<file path="src/hw/smist_pkg.sv">
// package: register offsets, field layout and timing constants for the smi status block
package smist_pkg;
	// configuration offsets (byte addresses in function 0 space)
	localparam logic [7:0] SMIST_OFS_STATUS = 8'haa; // status word, low byte
	localparam logic [7:0] SMIST_OFS_STATUS_HI = 8'hab; // status word, high byte
	localparam logic [7:0] SMIST_OFS_LOW_TIME = 8'hac; // asserted phase length
	localparam logic [7:0] SMIST_OFS_HIGH_TIME = 8'hae; // negated phase length
	// reset values
	localparam logic [7:0] SMIST_RST_TIME = 8'h00;
	localparam logic [15:0] SMIST_RST_STATUS = 16'h0000;
	// status bit positions
	localparam int SMIST_BIT_USB = 8;
	localparam int SMIST_BIT_APM = 7;
	localparam int SMIST_BIT_EXT = 6;
	localparam int SMIST_BIT_IDLE = 5;
	localparam int SMIST_NUM_IRQ = 5; // bits 4..0: irq12, irq8, irq4, irq3, irq1
	localparam logic [15:0] SMIST_IMPL_MASK = 16'h01ff; // bits 15:9 reserved
	// phase length: 1 + 1056 * (value + 1) clocks
	localparam logic [19:0] SMIST_PHASE_MULT = 20'h0_0420; // 1056
	localparam logic [19:0] SMIST_PHASE_BASE = 20'h0_0001;
	// event sources travelling together
	typedef struct packed {
		logic usb_keyboard; // legacy keyboard emulation request
		logic power_ctl_write; // power control register written
		logic external_pin; // external request pin active
		logic idle_timer; // idle timer expiry pulse
		logic [4:0] irq; // irq12, irq8, irq4, irq3, irq1 levels
	} smist_src_t;
	// throttle phase state
	typedef enum logic [1:0] {
		SMIST_IDLE = 2'b00,
		SMIST_HALT = 2'b01,
		SMIST_RUN = 2'b10
	} smist_state_t;
endpackage : smist_pkg

</file>
<file path="src/hw/smist_top.sv">
// module: smi cause status register and stop-clock throttle timer
`timescale 1ns/1ns
`default_nettype none
// Function
// - each status bit independent of others, gate
// - hardware set beats simultaneous software clear
// - one status indication per event activation
// - interrupt lines detected on asserting edge
// - irq status stays set after line negates
// - bit 8 records usb keyboard emulation smi
// - bit 7 records power control write smi
// - bit 6 records external pin smi
// - bit 5 records idle timer expiry smi
// - bits 4..0 record irq 12,8,4,3,1
// - writing zero clears; bits 15:9 reserved
// - load low time on stop-clock assert
// - load high time on stop-clock negate
// - phase lasts 1 + 1056*(value+1) clocks
// - only enabled sources are recorded
// - idle timer expiry raises smi; here it only sets status bit 5, no smi output
module smist_top (
	// clock and reset
	input wire logic mclk,
	input wire logic rst_n,
	// configuration access, byte wide
	input wire logic cfg_wr,
	input wire logic cfg_rd,
	input wire logic [7:0] cfg_addr,
	input wire logic [7:0] cfg_wdata,
	output logic [7:0] cfg_rdata,
	// event sources and their enables
	input wire smist_pkg::smist_src_t src,
	input wire logic [8:0] src_enable,
	// throttle enable, control bit 2
	input wire logic throttle_en,
	// outputs to processor
	output logic cpu_halt_clock_n,
	output logic [15:0] smi_cause_status
);
	import smist_pkg::*;

	// source flat vector, bit positions match status bits
	logic [8:0] src_vec;
	logic [8:0] src_prev; // last sampled level for edge detect
	logic [8:0] next_src_prev;
	logic [8:0] src_edge; // one-cycle activation, gated by enable
	logic [15:0] next_status;
	logic [7:0] throttle_low_time;
	logic [7:0] throttle_high_time;
	logic [7:0] next_low;
	logic [7:0] next_high;
	logic [7:0] next_rdata;
	logic [7:0] wr_lo_byte; // write data aligned to low status byte
	logic wr_lo; // low status byte written
	logic wr_hi; // high status byte written
	smist_state_t state, next_state;
	logic [19:0] phase_cnt, next_phase_cnt;
	logic next_halt_n;

	assign src_vec = {src.usb_keyboard, src.power_ctl_write, src.external_pin,
		src.idle_timer, src.irq};

	// event edge detection; a held event yields a single set pulse
	always_comb begin
		next_src_prev = src_vec;
		src_edge = src_vec & ~src_prev & src_enable;
	end

	// status bits: write-zero clears, edge sets, set wins
	always_comb begin
		wr_lo = cfg_wr && (cfg_addr == SMIST_OFS_STATUS);
		wr_hi = cfg_wr && (cfg_addr == SMIST_OFS_STATUS_HI);
		wr_lo_byte = cfg_wdata;
		next_status = smi_cause_status;
		if (wr_lo) begin
			next_status[7:0] = smi_cause_status[7:0] & wr_lo_byte;
		end
		if (wr_hi) begin
			next_status[15:8] = smi_cause_status[15:8] & cfg_wdata;
		end
		// per-bit set, no cross-bit coupling, no gate dependence
		next_status[8:0] = next_status[8:0] | src_edge;
		next_status = next_status & SMIST_IMPL_MASK;
	end

	// timer registers and read mux
	always_comb begin
		next_low = throttle_low_time;
		next_high = throttle_high_time;
		if (cfg_wr && cfg_addr == SMIST_OFS_LOW_TIME) begin
			next_low = cfg_wdata;
		end
		if (cfg_wr && cfg_addr == SMIST_OFS_HIGH_TIME) begin
			next_high = cfg_wdata;
		end
		case (cfg_addr)
			SMIST_OFS_STATUS: next_rdata = smi_cause_status[7:0];
			SMIST_OFS_STATUS_HI: next_rdata = smi_cause_status[15:8];
			SMIST_OFS_LOW_TIME: next_rdata = throttle_low_time;
			SMIST_OFS_HIGH_TIME: next_rdata = throttle_high_time;
			default: next_rdata = 8'h00; // unmapped reads zero
		endcase
		if (!cfg_rd) begin
			next_rdata = cfg_rdata; // hold last read value
		end
	end

	// throttle state machine; phase_cnt counts down the current phase
	always_comb begin
		next_state = state;
		next_phase_cnt = phase_cnt;
		next_halt_n = cpu_halt_clock_n;
		case (state)
			SMIST_IDLE: begin
				next_halt_n = 1'b1;
				if (throttle_en) begin
					next_state = SMIST_HALT;
					next_halt_n = 1'b0;
					// length 1+1056*(v+1); counter holds length-1
					next_phase_cnt = SMIST_PHASE_MULT * ({12'h000, throttle_low_time}
						+ 20'h0_0001);
				end
			end
			SMIST_HALT: begin
				if (!throttle_en) begin
					next_state = SMIST_IDLE;
					next_halt_n = 1'b1;
				end else if (phase_cnt == 20'h0_0000) begin
					next_state = SMIST_RUN;
					next_halt_n = 1'b1;
					next_phase_cnt = SMIST_PHASE_MULT * ({12'h000, throttle_high_time}
						+ 20'h0_0001);
				end else begin
					next_phase_cnt = phase_cnt - 20'h0_0001;
				end
			end
			SMIST_RUN: begin
				if (!throttle_en) begin
					next_state = SMIST_IDLE;
				end else if (phase_cnt == 20'h0_0000) begin
					next_state = SMIST_HALT;
					next_halt_n = 1'b0;
					next_phase_cnt = SMIST_PHASE_MULT * ({12'h000, throttle_low_time}
						+ 20'h0_0001);
				end else begin
					next_phase_cnt = phase_cnt - 20'h0_0001;
				end
			end
			default: begin
				next_state = SMIST_IDLE;
				next_halt_n = 1'b1;
			end
		endcase
	end

	// all state registered here; stop-clock negated (high) at reset
	always_ff @(posedge mclk or negedge rst_n) begin
		if (!rst_n) begin
			src_prev <= 9'h000;
			smi_cause_status <= SMIST_RST_STATUS;
			throttle_low_time <= SMIST_RST_TIME;
			throttle_high_time <= SMIST_RST_TIME;
			cfg_rdata <= 8'h00;
			state <= SMIST_IDLE;
			phase_cnt <= 20'h0_0000;
			cpu_halt_clock_n <= 1'b1;
		end else begin
			src_prev <= next_src_prev;
			smi_cause_status <= next_status;
			throttle_low_time <= next_low;
			throttle_high_time <= next_high;
			cfg_rdata <= next_rdata;
			state <= next_state;
			phase_cnt <= next_phase_cnt;
			cpu_halt_clock_n <= next_halt_n;
		end
	end
endmodule : smist_top
`default_nettype wire

</file>
<file path="config.mk">
export PLATFORM = sky130hd
export DESIGN_NAME = smist_top
export DESIGN_NICKNAME = d
export VERILOG_FILES = /design/src/hw/smist_pkg.sv /design/src/hw/smist_top.sv
export SDC_FILE = /design/constraint.sdc
export NUM_CORES = 1
export LEC_CHECK = 0
export BUFFER_PORTS_ARGS = -buffer_cell sky130_fd_sc_hd__buf_4
export CAP_MARGIN = 25
export CORE_MARGIN = 2
export CORE_UTILIZATION = 62
export DETAILED_ROUTE_END_ITERATION = 10
export GPL_TIMING_DRIVEN = 0
export PLACE_DENSITY = 0.84
export SETUP_SLACK_MARGIN = 0.02
export SLEW_MARGIN = 0
export SYNTH_ARGS = -nofsm -noshare
export SYNTH_HDL_FRONTEND = slang
export SYNTH_SLANG_ARGS = --single-unit
</file>
<file path="constraint.sdc">
create_clock -name mclk -period 9.8 [get_ports mclk]
set_clock_uncertainty 0.1 [all_clocks]
set_input_delay 1.47 -clock mclk [delete_from_list [all_inputs] [get_ports mclk]]
set_output_delay 1.47 -clock mclk [all_outputs]
set_load 0.005 [all_outputs]
</file>
==> metrics.cfg <==
[run_status]
status=finished, final reports clean

[worst_setup_path]
crit_path_end=phase_cnt[18]$_DFFE_PN0P_
critPathLaunchType=register
cp.required_ns=9.97
crit_start=throttle_high_time[0]$_DFFE_PN0P_
timing.rr.start=throttle_high_time[0]$_DFFE_PN0P_
r2r-end=phase_cnt[18]$_DFFE_PN0P_
path_class=register to register
r2r_slack_ns=6.01
critPathMaxFanout=7
cp.arrival_ns=3.96
worst_r2r_path_depth=15
end_kind=register

[synthesis]
synth_cells=457
synth_top_family_by_area=compound AO/OA/AOI/OAI gates
ys_warn_count=0
yosys-top-cells-area=dfrtp_1 (38%), ha_1 (8.8%), o21ai_0 (6.1%)
synth-compound-area-share_pct=21.0
async_flop_share_pct=100
synthXorXnorAreaFrac_pct=4.52
synth-seq-area-share_pct=38.2
synthSimpleGateAreaFrac_pct=16.7
synth-seq-cells=65
yosys_most_used_dff=dfrtp_1
synth-edff-count=0
syn_area_sq_um=4260
synth.distinct_cells=64
muxShareOfSynthArea_pct=4.73
syn_area_per_cell_sq_um=9.33
synth_fa_ha_area_share_pct=9.75
yosysTopAreaCellShare_pct=37.6
synth_top_cell_by_area=dfrtp_1

[clock_tree]
cts_root_buffer=clkbuf_8
tritoncts=done
numClockSinks=65
ctsResizeCount=0
clockBufferDepth=2
cts_hold_buffers=0
clock_latency_ns=0.35
clk_pin_slew_ns=0.09
cts_buffers=9
htreeDepth=3
post_cts_buffers=0

[power_and_ir_drop]
power_density_nw_per_um2=213
swShare_pct=43.0
comb_power_share_pct=43.7
p_int_uw=607
ir_worst_vdd_v=0.000128
leakagePower_uw=0.00223
p_sw_uw=458
seqPwrFrac_pct=33.8
p_clk_share_pct=22.5

[drt]
drc=0
wl_per_cell_um=17.4
drt-total-wl_mm=10.7
wl_met2_mm=5.17
dr_wl_met3_um=635
firstDrtPassIters=5
drtIter0Drc=272
vias_per_cell=6.24
highest_layer=met4
wl_met1_mm=4.47
antenna_left=0
vias=3833

[place]
port-buffer-count=55
gp_congestion=0.915
hpwlAfterDp_mm=8.01
dp.cells=598

[global_route]
grt_pass1_wl_mm=17.7
grt_pass1_vias=3761
antenna_found_initial=0
grt_max_degree=66
grt_util_all_layers_pct=30.0
grt.overflow.total=0

[cells_and_area]
antenna_cells=0
final_nets=600
final_core_util_pct=74.4
syn_to_final_growth_pct=17.4
layout-drive-gt1-share_pct=21.3
fillCellCount=495
regArea_sq_um=1630
multiInputGateArea_sq_um=2440
finalNonFillerCells=614

[timing]
min_period_over_period_pct=38.7
hold_viol=0
finalSetupViolations=0
clock.fmax_mhz=264
worst_slew_pin_slew_ns=0.813
timing.slew.headroom_pct=45.8
post-route-min-period_ns=3.79
slew_violations=0
setup_tns_ns=0
rsz0062_at_grt=false

[die]
io_pins=64
die_h_um=86.9
start_util_pct=63.4
rows=30
core_sq_um=6720
die_width_um=86.9
die_area_sq_um=7550

[min_path]
min_path_type=register to register

[run]
maxCapViolCount=0

logic make-up (layout without fill, tap and decap cells):
kind of cell,Yosys count,after routing
AOI/OAI and AO/OA,132,132
xor gates and xnor gates,22,22
adders and majority gates,32,32
buffers and inverters,45,116
DFF,65,65
muxes,18,18
other,1,7
and+or+nand+nor,142,142
layer usage:
metal  GRT usage [%]  vias up
met3            5.69       45
met2            49.8      164
met1            37.2     1806
met5               0        -
li1                -     1818
met4            15.2        0
worst min path at each step:
stage                                from  slack (ns)                            end  cells after the start
floorplan           src_prev[0]$_DFF_PN0_        0.31  smi_cause_status[0]$_DFF_PN0_                      1
global placement    src_prev[6]$_DFF_PN0_        0.31  smi_cause_status[6]$_DFF_PN0_                      1
detailed placement  src_prev[5]$_DFF_PN0_        0.33  smi_cause_status[5]$_DFF_PN0_                      1
CTS                 src_prev[3]$_DFF_PN0_        0.34  smi_cause_status[3]$_DFF_PN0_                      1
global route        src_prev[0]$_DFF_PN0_        0.35  smi_cause_status[0]$_DFF_PN0_                      1
finish              src_prev[6]$_DFF_PN0_        0.33  smi_cause_status[6]$_DFF_PN0_                      1
power groups by stage:
stage               Clock [uW]  Combinational [uW]  Sequential, uW
floorplan                    0                 334             350
global placement             0                 443             361
detailed placement           0                 452             364
CTS                        241                 457             358
global route               253                 518             365
finish                     239                 465             360
area by class of cell:
type / instances / share of cell area [%]
plain buffers: 22 / 2.50
clock buffers: 10 / 2.75
clock inverters: 6 / 1.33
multi-input cells: 353 / 48.9
repair buffers: 55 / 8.26
inverters: 23 / 1.73
flip-flops and latches: 65 / 32.5
well taps: 80 / 2.00
metrics by stage:
step           setup slack [ns]  power, uW  hold slack [ns]  instance area (sq um)
2_1_floorplan              6.50        685            0.310                   4280
3_3_place_gp               6.15        804            0.312                   4800
3_5_place_dp               6.05        816            0.326                   4800
4_1_cts                    6.01       1060            0.337                   5000
5_1_grt                    5.58       1140            0.349                   5000
6_report                   6.01       1060            0.332                   5000
synthesized netlist by cell type, types with 2 or more instances:
master / number
a211oi_1: 2
a21oi_1: 11
a221oi_1: 5
a222oi_1: 7
a22oi_1: 7
a32o_1: 2
buf_1: 2
buf_4: 7
buf_6: 2
clkbuf_1: 10
dfrtp_1: 64
fa_1: 2
ha_1: 30
inv_1: 23
mux2_2: 17
nand2_1: 45
nand2b_1: 3
nand3_1: 12
nand4_1: 4
nor2_1: 24
nor2b_1: 8
nor3_1: 17
nor3_2: 2
nor4_1: 5
o21a_1: 5
o21ai_0: 52
o21ai_1: 5
o21bai_1: 3
o221ai_1: 3
o22ai_1: 12
o31ai_1: 2
o41ai_1: 2
or2_2: 4
or3_1: 6
or4_1: 3
xnor2_1: 14
xor2_1: 8
registers in the layout, summed over array words and instances, names as in the netlist:
register,count
throttle_high_time,8
smi_cause_status,9
phase_cnt,20
throttle_low_time,8
cfg_rdata,8
state,2
src_prev,9
cpu_halt_clock_n,1
cells in the final DEF (no fill, tap or decap), types with 6 or more instances in the layout:
master,netlist,final
a21oi_1,11,11
a222oi_1,7,7
a22oi_1,7,7
buf_4,7,62
clkbuf_1,10,10
clkbuf_8,0,10
conb_1,1,7
dfrtp_1,64,64
ha_1,30,30
inv_1,23,23
mux2_2,17,17
nand2_1,45,45
nand3_1,12,12
nor2_1,24,24
nor2b_1,8,8
nor3_1,17,17
o21ai_0,52,52
o22ai_1,12,12
or3_1,6,6
xnor2_1,14,14
xor2_1,8,8
worst max-delay path, stage by stage (launching register included):
cell	delay [ns]
dfrtp_1	0.52
nand3_1	0.22
nor3_1	0.30
xnor2_1	0.23
inv_1	0.09
ha_1	0.32
ha_1	0.29
ha_1	0.16
inv_1	0.06
fa_1	0.40
nor2b_1	0.15
o21a_1	0.14
o221ai_1	0.13
o21ai_0	0.23
o22ai_1	0.13
a211oi_1	0.23
(Power assumes the default switching activity.)
